[src/inc/fcp_map.svh]
// Constants for the flash command protection host controller.
// Assumes a 25 MHz CLK; all counts are whole cycles of that clock.
`ifndef FCP_MAP_SVH
`define FCP_MAP_SVH

`define FCP_AW              21
`define FCP_DW              16
`define FCP_CNT_W           5
`define FCP_STEP_W          4

`define FCP_CLK_NS          40
`define FCP_T_GLITCH_NS     3
`define FCP_T_WP_NS         50
`define FCP_T_ACC_NS        100
`define FCP_T_TURN_NS       40
`define FCP_T_HWRST_NS      500

// Least times round up, never below one cycle
`define FCP_CEIL(ns)        (((ns) + `FCP_CLK_NS - 1) / `FCP_CLK_NS)
`define FCP_MAX1(x)         (((x) < 1) ? 1 : (x))
`define FCP_GLITCH_CYC      `FCP_MAX1(`FCP_CEIL(`FCP_T_GLITCH_NS))
`define FCP_WP_CYC          `FCP_MAX1(`FCP_CEIL(`FCP_T_WP_NS))
`define FCP_STROBE_CYC      ((`FCP_WP_CYC > `FCP_GLITCH_CYC) ? \
                             `FCP_WP_CYC : (`FCP_GLITCH_CYC + 1))
`define FCP_SYNC_LAT        4
`define FCP_RD_CYC          (`FCP_MAX1(`FCP_CEIL(`FCP_T_ACC_NS)) + \
                             `FCP_SYNC_LAT)
`define FCP_TURN_CYC        `FCP_MAX1(`FCP_CEIL(`FCP_T_TURN_NS))
`define FCP_HWRST_CYC       `FCP_MAX1(`FCP_CEIL(`FCP_T_HWRST_NS))
`define FCP_POLL_MAX        5'h1f

`define FCP_STEP_CMD        4'h3

`define FCP_UNLOCK_ADDR1    21'h000555
`define FCP_UNLOCK_ADDR2    21'h0002aa
`define FCP_CMD_UNLOCK1     16'h00aa
`define FCP_CMD_UNLOCK2     16'h0055
`define FCP_CMD_RESET       16'h00f0
`define FCP_CMD_ID_ENTRY    16'h0090

`define FCP_ID_BITS_MASK    21'h000043
`define FCP_ID_BITS_PROT    21'h000002
`define FCP_PROT_CODE       8'h01
`define FCP_BLOCK_FLIP      21'h100000
`define FCP_TOGGLE_BIT      6

`endif

[src/inc/fcp_pkg.sv]
// Types shared by the flash command protection host controller.
// Assumes fcp_map.svh is on the include path.
`include "fcp_map.svh"

package fcp_pkg;

  typedef enum logic [2:0] {
    FCP_OP_RESET_SEQ,
    FCP_OP_CMD_WRITE,
    FCP_OP_FLASH_READ,
    FCP_OP_PROTECT_CHECK,
    FCP_OP_TOGGLE_POLL,
    FCP_OP_SRAM_WRITE,
    FCP_OP_SRAM_READ,
    FCP_OP_HW_RESET
  } fcp_op_e;

  typedef enum logic [1:0] {
    FCP_POLL_PROGRAM,
    FCP_POLL_BLOCK_ERASE,
    FCP_POLL_CHIP_ERASE,
    FCP_POLL_SUSPEND
  } fcp_poll_e;

  typedef enum logic [1:0] {
    FCP_ACC_NONE,
    FCP_ACC_WRITE,
    FCP_ACC_READ
  } fcp_acc_e;

  typedef enum logic [2:0] {
    FCP_ST_IDLE,
    FCP_ST_NEXT,
    FCP_ST_WSETUP,
    FCP_ST_WSTROBE,
    FCP_ST_WHOLD,
    FCP_ST_RSTROBE,
    FCP_ST_TURN,
    FCP_ST_HWRST
  } fcp_state_e;

  typedef struct packed {
    fcp_op_e                 op;
    fcp_poll_e               poll_kind;
    logic [`FCP_AW-1:0]      addr;
    logic [`FCP_DW-1:0]      data;
  } fcp_req_s;

  typedef struct packed {
    logic [`FCP_DW-1:0]      data;
    logic                    is_protected;
    logic                    err_lockout;
    logic                    err_timeout;
  } fcp_rsp_s;

  typedef struct packed {
    logic [`FCP_AW-1:0]      addr;
    logic [`FCP_DW-1:0]      dq_out;
    logic                    dq_oe;
    logic                    flash_chip_select_n;
    logic                    output_enable_n;
    logic                    write_enable_n;
    logic                    sram_select_low_n;
    logic                    sram_select_high;
    logic                    reset_n;
  } fcp_pin_s;

  typedef struct packed {
    fcp_acc_e                kind;
    logic                    sram;
    logic [`FCP_AW-1:0]      addr;
    logic [`FCP_DW-1:0]      data;
  } fcp_acc_s;

endpackage

[src/verilog/fcp_sync.sv]
// Three-stage input synchroniser with agreement filter.
// Assumes inputs are asynchronous to CLK; output changes once the second
// and third stages agree.
`timescale 1ns/1ps

module fcp_sync #(
  parameter int W = 1
) (
  input  wire logic         CLK,
  input  wire logic         SRST,
  input  wire logic [W-1:0] D,
  output logic      [W-1:0] Q
);
  import fcp_pkg::*;

  typedef struct packed {
    logic [W-1:0] s1;
    logic [W-1:0] s2;
    logic [W-1:0] s3;
    logic [W-1:0] q;
  } fcp_sync_s;

  fcp_sync_s    sy_reg;
  fcp_sync_s    sy_next;
  logic [W-1:0] agree;

  genvar i;
  generate
    for (i = 0; i < W; i++) begin : g_agree
      assign agree[i] = sy_reg.s2[i] ~^ sy_reg.s3[i];
    end
  endgenerate

  always_comb begin
    sy_next    = sy_reg;
    sy_next.s1 = D;
    sy_next.s2 = sy_reg.s1;
    sy_next.s3 = sy_reg.s2;
    sy_next.q  = (agree & sy_reg.s3) | (~agree & sy_reg.q);
  end

  always_ff @(posedge CLK) begin
    if (SRST) begin
      sy_reg <= '0;
    end else begin
      sy_reg <= sy_next;
    end
  end

  assign Q = sy_reg.q;

endmodule

[src/verilog/fcp_host.sv]
// Host-side controller that drives a flash/SRAM package over its pins.
// Assumes the package pins are wired straight to PIN, DQ_IN, READY_BUSY_OUT
// and SUPPLY_LOCKOUT_LEVEL, and that a user issues one request at a time.
// What this block does
// - Host clears the command register by reset before entering commands.
// - Reset sequence AAH, 55H, F0H returns the device to array read.
// - Host holds write strobe high through every read cycle.
// - Host never drives data while the device may still drive it.
// - Protect check reads block with A6,A1,A0 = 0,1,0; 01H means protected.
// - Poll address depends on program, erase, chip erase or suspend.
`timescale 1ns/1ps
`include "fcp_map.svh"

module fcp_host (
  input  wire logic                 CLK,
  input  wire logic                 SRST,
  input  wire logic                 REQ_VALID,
  output logic                      REQ_READY,
  input  wire fcp_pkg::fcp_req_s    REQ,
  output logic                      RSP_VALID,
  output fcp_pkg::fcp_rsp_s         RSP,
  output logic                      LOST_OP,
  output fcp_pkg::fcp_pin_s         PIN,
  input  wire logic [`FCP_DW-1:0]   DQ_IN,
  input  wire logic                 READY_BUSY_OUT,
  input  wire logic                 SUPPLY_LOCKOUT_LEVEL
);
  import fcp_pkg::*;

  typedef struct packed {
    fcp_state_e              st;
    fcp_op_e                 op;
    logic [`FCP_STEP_W-1:0]  step;
    logic [`FCP_CNT_W-1:0]   cnt;
    logic [`FCP_CNT_W-1:0]   polls;
    logic [`FCP_AW-1:0]      addr;
    logic [`FCP_DW-1:0]      data;
    logic [`FCP_DW-1:0]      rd_prev;
    logic [`FCP_DW-1:0]      rd_data;
    logic                    need_reset;
    logic                    lost;
    logic                    rsp_valid;
    fcp_rsp_s                rsp;
    fcp_pin_s                pin;
  } fcp_reg_s;

  fcp_reg_s                  h_reg;
  fcp_reg_s                  h_next;
  fcp_acc_s                  acc;
  fcp_acc_s                  acc_n;
  logic [`FCP_DW+1:0]        sync_q;
  logic [`FCP_DW-1:0]        dq_s;
  logic                      rb_s;
  logic                      lock_s;

  fcp_sync #(
    .W (`FCP_DW + 2)
  ) u_sync (
    .CLK  (CLK),
    .SRST (SRST),
    .D    ({SUPPLY_LOCKOUT_LEVEL, READY_BUSY_OUT, DQ_IN}),
    .Q    (sync_q)
  );

  assign dq_s   = sync_q[`FCP_DW-1:0];
  assign rb_s   = sync_q[`FCP_DW];
  assign lock_s = sync_q[`FCP_DW+1];

  // Bus access for a given step of an operation
  function automatic fcp_acc_s fcp_access(
    input fcp_op_e                op,
    input logic [`FCP_STEP_W-1:0] step,
    input logic [`FCP_AW-1:0]     addr,
    input logic [`FCP_DW-1:0]     data
  );
    fcp_acc_s a;
    a = '{kind: FCP_ACC_NONE, sram: 1'b0, addr: addr, data: data};
    unique case (step)
      4'h0, 4'h7: a = '{FCP_ACC_WRITE, 1'b0, `FCP_UNLOCK_ADDR1,
                        `FCP_CMD_UNLOCK1};
      4'h1, 4'h8: a = '{FCP_ACC_WRITE, 1'b0, `FCP_UNLOCK_ADDR2,
                        `FCP_CMD_UNLOCK2};
      4'h2, 4'h9: a = '{FCP_ACC_WRITE, 1'b0, `FCP_UNLOCK_ADDR1,
                        `FCP_CMD_RESET};
      4'h3: begin
        unique case (op)
          FCP_OP_CMD_WRITE:     a.kind = FCP_ACC_WRITE;
          FCP_OP_FLASH_READ,
          FCP_OP_TOGGLE_POLL:   a.kind = FCP_ACC_READ;
          FCP_OP_SRAM_WRITE: begin
            a.kind = FCP_ACC_WRITE;
            a.sram = 1'b1;
          end
          FCP_OP_SRAM_READ: begin
            a.kind = FCP_ACC_READ;
            a.sram = 1'b1;
          end
          FCP_OP_PROTECT_CHECK: a = '{FCP_ACC_WRITE, 1'b0,
                                      `FCP_UNLOCK_ADDR1, `FCP_CMD_UNLOCK1};
          FCP_OP_RESET_SEQ,
          FCP_OP_HW_RESET:      a.kind = FCP_ACC_NONE;
        endcase
      end
      4'h4: begin
        if (op == FCP_OP_TOGGLE_POLL) begin
          a.kind = FCP_ACC_READ;
        end else if (op == FCP_OP_PROTECT_CHECK) begin
          a = '{FCP_ACC_WRITE, 1'b0, `FCP_UNLOCK_ADDR2, `FCP_CMD_UNLOCK2};
        end
      end
      4'h5: begin
        if (op == FCP_OP_PROTECT_CHECK) begin
          a = '{FCP_ACC_WRITE, 1'b0, `FCP_UNLOCK_ADDR1, `FCP_CMD_ID_ENTRY};
        end
      end
      4'h6: begin
        if (op == FCP_OP_PROTECT_CHECK) begin
          a.kind = FCP_ACC_READ;
        end
      end
      default: a.kind = FCP_ACC_NONE;
    endcase
    if (op != FCP_OP_PROTECT_CHECK && step > `FCP_STEP_CMD + 4'h1) begin
      a.kind = FCP_ACC_NONE;
    end
    return a;
  endfunction

  // Address for the data access of an accepted request, after any unlock or reset writes
  function automatic logic [`FCP_AW-1:0] fcp_req_addr(input fcp_req_s r);
    logic [`FCP_AW-1:0] a;
    a = r.addr;
    if (r.op == FCP_OP_PROTECT_CHECK) begin
      a = (r.addr & ~`FCP_ID_BITS_MASK) | `FCP_ID_BITS_PROT;
    end else if (r.op == FCP_OP_TOGGLE_POLL) begin
      unique case (r.poll_kind)
        FCP_POLL_PROGRAM,
        FCP_POLL_BLOCK_ERASE: a = r.addr;
        FCP_POLL_CHIP_ERASE:  a = '0;
        FCP_POLL_SUSPEND:     a = r.addr ^ `FCP_BLOCK_FLIP;
      endcase
    end
    return a;
  endfunction

  assign acc = fcp_access(h_reg.op, h_reg.step, h_reg.addr, h_reg.data);

  always_comb begin
    h_next           = h_reg;
    h_next.rsp_valid = 1'b0;
    unique case (h_reg.st)
      FCP_ST_IDLE: begin
        if (REQ_VALID && !lock_s) begin
          h_next.op    = REQ.op;
          h_next.addr  = fcp_req_addr(REQ);
          h_next.data  = REQ.data;
          h_next.lost  = 1'b0;
          h_next.polls = '0;
          h_next.cnt   = '0;
          h_next.rsp   = '0;
          h_next.st    = (REQ.op == FCP_OP_HW_RESET) ? FCP_ST_HWRST
                                                     : FCP_ST_NEXT;
          // Reset sequence prefixed to flash work after reset, lockout or poll timeout
          h_next.step  = ((h_reg.need_reset && REQ.op != FCP_OP_SRAM_WRITE &&
                           REQ.op != FCP_OP_SRAM_READ) ||
                          REQ.op == FCP_OP_RESET_SEQ) ? 4'h0
                                                      : `FCP_STEP_CMD;
        end
      end
      FCP_ST_NEXT: begin
        h_next.cnt = '0;
        unique case (acc.kind)
          FCP_ACC_WRITE: h_next.st = FCP_ST_WSETUP;
          FCP_ACC_READ:  h_next.st = FCP_ST_RSTROBE;
          FCP_ACC_NONE: begin
            if (h_reg.op == FCP_OP_TOGGLE_POLL &&
                (h_reg.rd_prev[`FCP_TOGGLE_BIT] !=
                 h_reg.rd_data[`FCP_TOGGLE_BIT]) &&
                h_reg.polls != `FCP_POLL_MAX) begin
              h_next.polls = h_reg.polls + 5'h01;
              h_next.step  = `FCP_STEP_CMD;
            end else begin
              h_next.st               = FCP_ST_IDLE;
              h_next.rsp_valid        = 1'b1;
              h_next.rsp.data         = h_reg.rd_data;
              h_next.rsp.is_protected = (h_reg.op == FCP_OP_PROTECT_CHECK) &&
                (h_reg.rd_data[7:0] == `FCP_PROT_CODE);
              h_next.rsp.err_timeout  = (h_reg.op == FCP_OP_TOGGLE_POLL) &&
                (h_reg.polls == `FCP_POLL_MAX);
              if (h_next.rsp.err_timeout) begin
                h_next.need_reset = 1'b1;
              end
            end
          end
          default: h_next.st = FCP_ST_IDLE;
        endcase
      end
      FCP_ST_WSETUP: h_next.st = FCP_ST_WSTROBE;
      FCP_ST_WSTROBE: begin
        h_next.cnt = h_reg.cnt + 5'h01;
        if (h_reg.cnt == `FCP_CNT_W'(`FCP_STROBE_CYC - 1)) begin
          h_next.st = FCP_ST_WHOLD;
        end
      end
      FCP_ST_WHOLD: begin
        if (h_reg.step == 4'h2 || h_reg.step == 4'h9) begin
          h_next.need_reset = 1'b0;
        end
        h_next.step = h_reg.step + 4'h1;
        h_next.st   = FCP_ST_NEXT;
      end
      FCP_ST_RSTROBE: begin
        h_next.cnt = h_reg.cnt + 5'h01;
        if (h_reg.cnt == `FCP_CNT_W'(`FCP_RD_CYC - 1)) begin
          h_next.rd_prev = h_reg.rd_data;
          h_next.rd_data = dq_s;
          h_next.cnt     = '0;
          h_next.st      = FCP_ST_TURN;
        end
      end
      FCP_ST_TURN: begin
        h_next.cnt = h_reg.cnt + 5'h01;
        if (h_reg.cnt == `FCP_CNT_W'(`FCP_TURN_CYC - 1)) begin
          h_next.step = h_reg.step + 4'h1;
          h_next.st   = FCP_ST_NEXT;
        end
      end
      FCP_ST_HWRST: begin
        h_next.cnt = h_reg.cnt + 5'h01;
        if (h_reg.cnt == `FCP_CNT_W'(`FCP_HWRST_CYC - 1)) begin
          h_next.st         = FCP_ST_IDLE;
          h_next.need_reset = 1'b0;
          h_next.rsp_valid  = 1'b1;
        end
      end
    endcase
    // Lockout drops any sequence in flight; the device will need a reset
    if (lock_s) begin
      h_next.need_reset = 1'b1;
      if (!rb_s) begin
        h_next.lost = 1'b1;
      end
      if (h_reg.st != FCP_ST_IDLE) begin
        h_next.st              = FCP_ST_IDLE;
        h_next.rsp_valid       = 1'b1;
        h_next.rsp             = '0;
        h_next.rsp.err_lockout = 1'b1;
      end
    end
  end

  // Pin levels follow the next state so every pin comes from a flip-flop
  assign acc_n = fcp_access(h_next.op, h_next.step, h_next.addr, h_next.data);

  fcp_pin_s pin_n;

  always_comb begin
    logic wcyc;
    logic cyc;
    wcyc = (h_next.st == FCP_ST_WSETUP) || (h_next.st == FCP_ST_WSTROBE) ||
           (h_next.st == FCP_ST_WHOLD);
    cyc  = wcyc || (h_next.st == FCP_ST_RSTROBE);
    pin_n.addr                = acc_n.addr;
    pin_n.dq_out              = acc_n.data;
    pin_n.dq_oe               = wcyc;
    pin_n.flash_chip_select_n = !(cyc && !acc_n.sram);
    // Selects bracket the write strobe on both edges
    pin_n.sram_select_low_n   = !(cyc && acc_n.sram);
    pin_n.sram_select_high    = cyc && acc_n.sram;
    pin_n.write_enable_n      = (h_next.st != FCP_ST_WSTROBE);
    pin_n.output_enable_n     = (h_next.st != FCP_ST_RSTROBE);
    pin_n.reset_n             = (h_next.st != FCP_ST_HWRST);
  end

  always_ff @(posedge CLK) begin
    if (SRST) begin
      h_reg                         <= '0;
      h_reg.st                      <= FCP_ST_IDLE;
      h_reg.need_reset              <= 1'b1;
      // All active-low strobes idle high from reset on; sram_select_high idles low
      h_reg.pin.flash_chip_select_n <= 1'b1;
      h_reg.pin.write_enable_n      <= 1'b1;
      h_reg.pin.output_enable_n     <= 1'b1;
      h_reg.pin.sram_select_low_n   <= 1'b1;
      h_reg.pin.reset_n             <= 1'b1;
    end else begin
      h_reg     <= h_next;
      h_reg.pin <= pin_n;
    end
  end

  assign REQ_READY = (h_reg.st == FCP_ST_IDLE) && !lock_s;
  assign RSP_VALID = h_reg.rsp_valid;
  assign RSP       = h_reg.rsp;
  assign LOST_OP   = h_reg.lost;
  assign PIN       = h_reg.pin;

endmodule

[config.mk]
export PLATFORM = sky130hd
export DESIGN_NAME = fcp_host
export DESIGN_NICKNAME = d
export VERILOG_FILES = /design/src/inc/fcp_pkg.sv /design/src/verilog/fcp_sync.sv /design/src/verilog/fcp_host.sv
export VERILOG_INCLUDE_DIRS = /design/src /design/src/inc
export SDC_FILE = /design/constraint.sdc
export NUM_CORES = 1
export LEC_CHECK = 0
export BUFFER_PORTS_ARGS = -buffer_cell sky130_fd_sc_hd__buf_2
export CAP_MARGIN = 25
export CORE_MARGIN = 1
export CORE_UTILIZATION = 60
export DETAILED_ROUTE_END_ITERATION = 10
export HOLD_SLACK_MARGIN = 0.15
export PLACE_DENSITY_LB_ADDON = 0.08
export SLEW_MARGIN = 20
export SYNTH_ARGS = -nofsm -noshare
export SYNTH_HDL_FRONTEND = slang
export SYNTH_SLANG_ARGS = --single-unit
[constraint.sdc]
create_clock -name CLK -period 6.2 [get_ports CLK]
set_input_delay 1.86 -clock CLK [delete_from_list [all_inputs] [get_ports CLK]]
set_output_delay 1.86 -clock CLK [all_outputs]
set_load 0.1 [all_outputs]
==> results of run 1 <==
-- worst max-delay path, stage by stage (launching register included) --
cell and delay (ps):
dfxtp_1 520, or3_1 660, nor2_1 170, buf_2 440
-- worst max-delay path by stage --
stage | slack (ps) | endpoint | cells after the start
4_1_cts | 2060 | REQ_READY | 3
3_3_place_gp | 1790 | PIN[25] | 9
2_1_floorplan | 2150 | REQ_READY | 4
6_report | 2040 | REQ_READY | 3
3_5_place_dp | 1740 | PIN[26] | 7
5_1_grt | 1980 | REQ_READY | 3
-- cells in the mapped netlist (3+ instances only) --
| cell type | instances | share of area (%) |
|---|---|---|
| buf_6 | 4 | 0.53 |
| clkbuf_1 | 31 | 1.4 |
| a22o_1 | 5 | 0.51 |
| a21o_1 | 3 | 0.26 |
| o21ai_1 | 3 | 0.18 |
| nor2b_1 | 64 | 4.7 |
| nand2_1 | 84 | 3.7 |
| nor2_1 | 92 | 4.0 |
| nand2b_1 | 6 | 0.44 |
| nor3_1 | 19 | 1.1 |
| nor3_2 | 3 | 0.35 |
| dfxtp_1 | 212 | 50 |
| a21oi_1 | 73 | 4.3 |
| a211oi_1 | 13 | 1.1 |
| ha_1 | 10 | 1.5 |
| a21boi_1 | 3 | 0.26 |
| buf_4 | 65 | 5.7 |
| nor3b_1 | 5 | 0.44 |
| buf_1 | 8 | 0.35 |
| and3_1 | 5 | 0.37 |
| a32oi_1 | 5 | 0.51 |
| o22ai_1 | 5 | 0.37 |
| a41oi_1 | 3 | 0.31 |
| nand3_1 | 17 | 1.0 |
| a221oi_1 | 4 | 0.41 |
| o21ai_0 | 29 | 1.7 |
| buf_2 | 8 | 0.47 |
| inv_1 | 15 | 0.66 |
| and4b_1 | 3 | 0.35 |
| a22oi_1 | 29 | 2.5 |
| mux2i_1 | 20 | 2.3 |
| o211ai_1 | 3 | 0.26 |
| xor2_1 | 4 | 0.41 |
| or3_1 | 3 | 0.22 |
| a31oi_1 | 3 | 0.22 |
| and2_1 | 8 | 0.59 |
| nand4_1 | 5 | 0.37 |
-- layout make-up --
| type | instances | share of cell area [%] |
|---|---|---|
| flip-flops and latches | 212 | 44.5 |
| multi-input cells | 584 | 37.0 |
| repair buffers | 132 | 7.05 |
| clock buffers | 25 | 6.20 |
| clock inverters | 15 | 2.36 |
| well taps | 180 | 2.36 |
| inverters | 15 | 0.590 |
-- logic make-up (layout without fill, tap and decap cells) --
group           count (synthesis)  count (layout)  share of synthesized area [%]
flops                         212             212                           49.6
xor+xnor                        6               6                          0.615
compound gates                212             212                           16.7
simple gates                  334             334                           19.9
fa+ha+maj                      12              12                           1.73
buf+inv                       131             187                           9.07
mux                            20              20                           2.34
-- metal layers --
layer | GRT usage (%) | wire length (um)
met5 | 0 | 0
met4 | 6.25 | 338
met3 | 3.81 | 1000
met2 | 43.0 | 9290
met1 | 33.9 | 8120
-- layout by cell type (no fill, tap or decap), drive strengths merged, types with 6 or more instances in the layout --
| cell type | count |
|---|---|
| a211oi | 15 |
| a21oi | 73 |
| a22oi | 29 |
| clkbuf | 25 |
| o21ai | 33 |
| nand3 | 18 |
| nor2b | 64 |
| nor3 | 22 |
| nor2 | 95 |
| ha | 10 |
| and2 | 8 |
| nand2 | 84 |
| nand2b | 6 |
| clkinv | 7 |
| mux2i | 20 |
| dfxtp | 212 |
| inv | 15 |
| buf | 132 |
-- report_power, final --
group	switching [mW]	total (mW)	internal, mW
Combinational	1.13	1.50	0.361
Clock	0.552	1.42	0.866
Sequential	0.0962	1.60	1.51
Total	1.78	4.52	2.73
-- through the flow --
| stage | hold slack [ps] | total power [mW] | utilization [%] |
|---|---|---|---|
| floorplan | 414 | 2.93 | - |
| global placement | 418 | 3.09 | 62.8 |
| global route | 455 | 4.72 | 68.8 |
| CTS | 435 | 4.53 | 68.8 |
| finish | 428 | 4.52 | 68.8 |
| detailed placement | 420 | 3.11 | 62.9 |
==> impl_metrics.tcl, run 1 <==
set metrics [dict create \
    powerDensity_nw_per_um2 473 \
    diodes 0 \
    grt_max_degree 88 \
    vias_per_cell 5.66 \
    areaGrowthSynthToFinish_pct 11.6 \
    worst_pin_slew_ps 891 \
    setup_viol 0 \
    grt_pass1_vias 6081 \
    fin_crit_ps 4160 \
    dieHeight_um 121 \
    rrSetupSlack_ps 2760 \
    ff2ff_path_depth 8 \
    end_kind "output port" \
    core_area_sq_um 13900 \
    hold_start "u_sync.sy_next[37]" \
    rsz0062_at_grt "no" \
    hold_depth 1 \
    pre_cts_ws_ps 1740 \
    synthArstFlopShare_pct 0 \
    fillers 1078 \
    min_period_over_period_pct 67.1 \
    cts_tree "yes" \
    row_count 43 \
    synth_ff_type "dfxtp_1" \
    hp-class "reg -> reg" \
    ant_nets 0 \
    maxSlewHeadroom_pct 40.6 \
    die_w_um 121 \
    placed_area_sq_um 8730 \
    initial_core_util_pct 61.6 \
    design_area_sq_um 9550 \
    wirelength_um 18800 \
    worstSetupStartpointType "flop" \
    grt_first_pass_wirelength_um 30100 \
    largest_register_ffs 75 \
    clock_skew_ps 17.9 \
    r2r_start "h_reg[153]" \
    cts-resized-gates 0 \
    clockRootBuffer "clkbuf_16" \
    r2r_end "PIN[14]" \
    avgSynthCellArea_sq_um 9.22 \
    seqCellArea_sq_um 4240 \
    grtUsageTotal_pct 25.4 \
    dp_cells 1123 \
    ys_seq_elements 212 \
    syn-num-nets 1000 \
    io_pins 129 \
    instances_no_fill 1163 \
    cts-htree-levels 1 \
    vias 6588 \
    yosysWarnings 0 \
    worstPathArrival_ps 2300 \
    synth-seq-area-share_pct 49.6 \
    whs_endpoint "u_sync.sy_next[19]" \
    drt_iter0_markers 570 \
    crit_type "reg -> out" \
    path_clk_slew_ps 60 \
    netlist_area_sq_um 8550 \
    grt_antenna_before_repair 0 \
    peakVddDrop_uv 304 \
    status "completed" \
    synth.distinct_cells 78 \
    clock_latency_ps 510 \
    cap_viol_max_count 0 \
    netlist_instances 927 \
    drive_gt1_share_pct 19.5 \
    setup_tns_ps 0 \
    routabilityCongestion 0.876 \
    wire_per_inst_um 16.1 \
    critPathRequiredTime_ps 4340 \
    slew_violations 0 \
    crit_fanout 21 \
    port_buffers 128 \
    nets 1040 \
    cts_buffers 22 \
    dieArea_sq_um 14700 \
    post_cts_buffers 0 \
    synth-edff-count 0 \
    cts.sinks 212 \
    firstDrtPassIters 5 \
    hold_viol 0 \
    cts.path.max_buffers 3 \
    overflow 0 \
    multi_input_area_sq_um 3530 \
    fmax_mhz 240 \
    leakagePower_nw 3.88 \
    final.setup.worst_slack_ps 2040 \
    postCtsHoldBufs 0 \
    remaining_drc_errors 0 \
    dp.final_hpwl_um 12900 \
    worstSetupStartpoint "h_reg[153]" \
]
Note: power is estimated with default switching activity, not from simulation.
==> inputs of run 2 (changes only) <==
--- a/config.mk
+++ b/config.mk
@@ -9,7 +9,7 @@
 export BUFFER_PORTS_ARGS = -buffer_cell sky130_fd_sc_hd__buf_2
 export CAP_MARGIN = 25
 export CORE_MARGIN = 1
-export CORE_UTILIZATION = 60
+export CORE_UTILIZATION = 51
 export DETAILED_ROUTE_END_ITERATION = 10
 export HOLD_SLACK_MARGIN = 0.15
 export PLACE_DENSITY_LB_ADDON = 0.08
==> constraint.sdc (replaced) <==
create_clock -name CLK -period 3.7 [get_ports CLK]
set_input_delay 1.11 -clock CLK [delete_from_list [all_inputs] [get_ports CLK]]
set_output_delay 1.11 -clock CLK [all_outputs]
set_load 0.1 [all_outputs]
==> run 2 against run 1 <==
Die area grew 17%; clock-buffer cell count grew 6; total power grew 63%; register-to-register slack lost 2300 ps; largest cell class unchanged; critical endpoint unchanged; global-route usage down 4.6 points; non-clock buffer count is 12 higher; final area up 0.26%; largest power group unchanged.
==> impl_metrics.tcl, run 2 (synthesis results as in run 1) <==
set metrics [dict create \
    status "completed" \
    critical_path.top_delay_family "simple AND/OR/NAND/NOR gates" \
    dp.final_hpwl_um 12400 \
    maxSlewHeadroom_pct 49.6 \
    setup_viol 0 \
    cp_num_buf_inv 1 \
    hold_viol 0 \
    largest_register_ffs 75 \
    remaining_drc_errors 0 \
    grt_pass1_vias 5886 \
    cts_tree "yes" \
    cts_buffers 22 \
    final_common_cell "dfxtp_1" \
    nets 1052 \
    hp-class "reg -> reg" \
    crit_chain "or3_1 -> nor2_1 -> buf_2" \
    initial_core_util_pct 53.1 \
    die_w_um 131 \
    routabilityCongestion 0.921 \
    holdWs_ps 433 \
    diodes 0 \
    end_kind "output port" \
    cts.path.max_buffers 3 \
    postCtsHoldBufs 0 \
    worst_pin_slew_ps 755 \
    vias 6393 \
    wire_per_inst_um 15.2 \
    io_pins 129 \
    grt_max_degree 93 \
    fin_crit_ps 3440 \
    grt_first_pass_wirelength_um 29600 \
    drive_gt1_share_pct 19.7 \
    fin_util_pct 59.4 \
    clock_skew_ps 7.30 \
    worstPathArrival_ps 2330 \
    critPathRequiredTime_ps 2590 \
    wirelength_um 18400 \
    cts-htree-levels 1 \
    path_clk_slew_ps 60 \
    worstSetupStartpointType "flop" \
    grt_antenna_before_repair 0 \
    cts.sinks 212 \
    vias_per_cell 5.29 \
    clock_latency_ps 510 \
    overflow 0 \
    areaGrowthSynthToFinish_pct 11.9 \
    port_buffers 128 \
    crit_type "reg -> out" \
    row_count 46 \
    dieArea_sq_um 17300 \
    post_cts_buffers 0 \
    dieHeight_um 131 \
    fillers 1462 \
    clockRootBuffer "clkbuf_16" \
    max_stage_delay_ps 670 \
    cap_viol_max_count 0 \
    cts-resized-gates 0 \
    peakVddDrop_uv 555 \
    firstDrtPassIters 5 \
    fmax_mhz 291 \
    min_period_over_period_pct 93.0 \
    powerDensity_nw_per_um2 767 \
    rsz0062_at_grt "no" \
    layout_common_cells "212 x dfxtp_1, 127 x buf_2, 92 x nor2_1" \
    leakagePower_nw 3.89 \
    instances_no_fill 1208 \
    drt_iter0_markers 472 \
    grtUsageTotal_pct 20.8 \
    cp_slowest_cell "or3_1" \
    setup_tns_ps 0 \
    crit_fanout 21 \
    slew_violations 0 \
    dp_cells 1171 \
    core_area_sq_um 16100 \
    ant_nets 0 \
]
==> run 2: cell count changes in the layout (fill, tap and decap cells not counted), sizes merged <==
cell      previous run  this run
clkinvlp             4         0
clkinv               7         5
clkbuf              25        31
bufinv               4         1
buf                132       144
==> run 2: path summary, 6_finish.rpt <==
kind	startpoint	endpoint	slack, ps	depth (start not counted)
max	h_reg[153]	REQ_READY	260	3
min	u_sync.sy_next[49]	u_sync.sy_next[31]	430	1
max reg2reg	h_reg[146]	PIN[9]	440	10
min reg2reg	u_sync.sy_next[49]	u_sync.sy_next[31]	430	1
==> run 2: final cells by class <==
type	count	area, sq um	area share, %
timing repair buffer	144	776	8.11
multi-input combinational	584	3530	36.9
inverter	15	56.3	0.588
sequential	212	4240	44.3
tap	216	270	2.82
clock inverter	6	80.1	0.837
clock buffer	31	614	6.42
==> run 2: routing by layer <==
layer  GRT usage [%]  part of all wire, %  vias up
li1                -                    -     3243
met1            28.6                   47     2943
met2            33.4                   46      172
met3            3.59                  4.8       35
met4            6.14                  2.0        0
met5               0                    0        -
==> run 2: power breakdown <==
group          internal (mW)  leakage, nW  switching [mW]
clock network           1.23        0.341           0.865
logic                  0.652         1.82            1.94
registers               2.53         1.73           0.129
==> run 2: through the flow <==
| step | power (mW) | cell area [sq um] | worst slack [ps] |
|---|---|---|---|
| finish | 7.34 | 9570 | 258 |
| global route | 7.71 | 9570 | 186 |
| CTS | 7.38 | 9570 | 254 |
| detailed placement | 5.28 | 8880 | 342 |
| global placement | 5.28 | 8880 | 425 |
| floorplan | 4.92 | 8550 | 401 |
==> inputs of run 3 (changes only) <==
--- a/config.mk
+++ b/config.mk
@@ -8,6 +8,7 @@
 export LEC_CHECK = 0
 export BUFFER_PORTS_ARGS = -buffer_cell sky130_fd_sc_hd__buf_2
 export CAP_MARGIN = 25
+export CORE_ASPECT_RATIO = 1.5
 export CORE_MARGIN = 1
 export CORE_UTILIZATION = 51
 export DETAILED_ROUTE_END_ITERATION = 10
==> run 3 against run 2 <==
Flip-flop and latch count unchanged; non-clock buffer count up 7; clock skew up 8.7 ps; global-route usage shrank 0.12 points; clock-buffer cell count is 1 lower.
==> impl_metrics.tcl, run 3 (synthesis results as in run 1) <==
set metrics [dict create \
    status "completed" \
    rsz0062_at_grt "no" \
    slew_violations 0 \
    total_power_mw 7.38 \
    cts.sinks 212 \
    cts-htree-levels 1 \
    grt_pass1_vias 5910 \
    routabilityCongestion 0.883 \
    wirelength_um 18100 \
    postCtsHoldBufs 0 \
    dp_cells 1168 \
    cts_buffers 20 \
    layout_common_cells "212 x dfxtp_1, 127 x buf_2, 92 x nor2_1" \
    drive_gt1_share_pct 20.2 \
    firstDrtPassIters 5 \
    dp.final_hpwl_um 12600 \
    clockRootBuffer "clkbuf_16" \
    io_pins 129 \
    wire_per_inst_um 15.0 \
    worstSetupStartpointType "flop" \
    maxSlewHeadroom_pct 51.5 \
    grt_max_degree 53 \
    clock_latency_ps 500 \
    dieArea_sq_um 17300 \
    port_buffers 128 \
    fin_util_pct 59.0 \
    grt_antenna_before_repair 0 \
    drt_iter0_markers 251 \
    post_cts_buffers 0 \
    cts_tree "yes" \
    critPathRequiredTime_ps 2590 \
    fmax_mhz 294 \
    largest_register_ffs 75 \
    end_kind "output port" \
    ant_nets 0 \
    powerDensity_nw_per_um2 770 \
    nets 1057 \
    crit_type "reg -> out" \
    leakagePower_nw 3.92 \
    fin_crit_ps 3410 \
    grtUsageTotal_pct 20.7 \
    cap_viol_max_count 0 \
    dieHeight_um 161 \
    row_count 57 \
    worst_pin_slew_ps 726 \
    crit_fanout 21 \
    vias_per_cell 5.38 \
    setup_viol 0 \
    peakVddDrop_uv 658 \
    diodes 0 \
    setup_tns_ps 0 \
    areaGrowthSynthToFinish_pct 12.1 \
    cts.path.max_buffers 3 \
    die_w_um 108 \
    path_clk_slew_ps 60 \
    vias 6463 \
    worstPathArrival_ps 2300 \
    core_area_sq_um 16300 \
    initial_core_util_pct 52.6 \
    hp-class "reg -> reg" \
    final_common_cell "dfxtp_1" \
    clock_skew_ps 16.0 \
    cts-resized-gates 0 \
    overflow 0 \
    remaining_drc_errors 0 \
    instances_no_fill 1201 \
    grt_first_pass_wirelength_um 29000 \
    hold_viol 0 \
    min_period_over_period_pct 92.1 \
]
run 3: cell types whose count changed in the layout (fill, tap and decap cells not counted), sizes merged:
cell / change
buf: +7
clkbuf: -1
clkinv: -4
bufinv: +1
run 3: worst paths after layout:
path,startpoint,end,slack (ps),depth (start not counted)
max,h_reg[153],REQ_READY,290,3
max reg2reg,h_reg[145],PIN[14],510,10
min,u_sync.sy_next[36],u_sync.sy_next[18],430,1
min reg2reg,u_sync.sy_next[36],u_sync.sy_next[18],430,1
run 3: power by group:
group | switching, mW | internal (mW)
clock | 0.832 | 1.29
combinational | 1.94 | 0.673
sequential | 0.126 | 2.52
total | 2.90 | 4.49
run 3: cell type report:
type | count | area, sq um
Fill cell | 1514 | 6670
Sequential cell | 212 | 4240
Multi-Input combinational cell | 584 | 3530
Timing Repair Buffer | 151 | 816
Clock buffer | 30 | 619
Tap cell | 206 | 258
Clock inverter | 3 | 65.1
Inverter | 15 | 56.3
run 3: through the flow:
step	hold WS, ps	instance area [sq um]	worst slack, ps
final	435	9590	294
after detailed placement	422	8900	297
after floorplan	414	8550	401
after global placement	417	8900	405
after global routing	454	9590	213
after CTS	436	9590	307
run 3: routing by layer:
metal	vias to the layer above	wire length (um)	track usage, %
li1	3258	-	-
met1	3020	7640	24.3
met2	155	9200	37.9
met3	30	843	3.13
met4	0	385	6.48
met5	-	0	0
run 3: worst max-delay path, cell delays in order (launching register included):
cell	delay [ps]
dfxtp_1	530
or3_1	590
nor2_1	200
buf_2	460
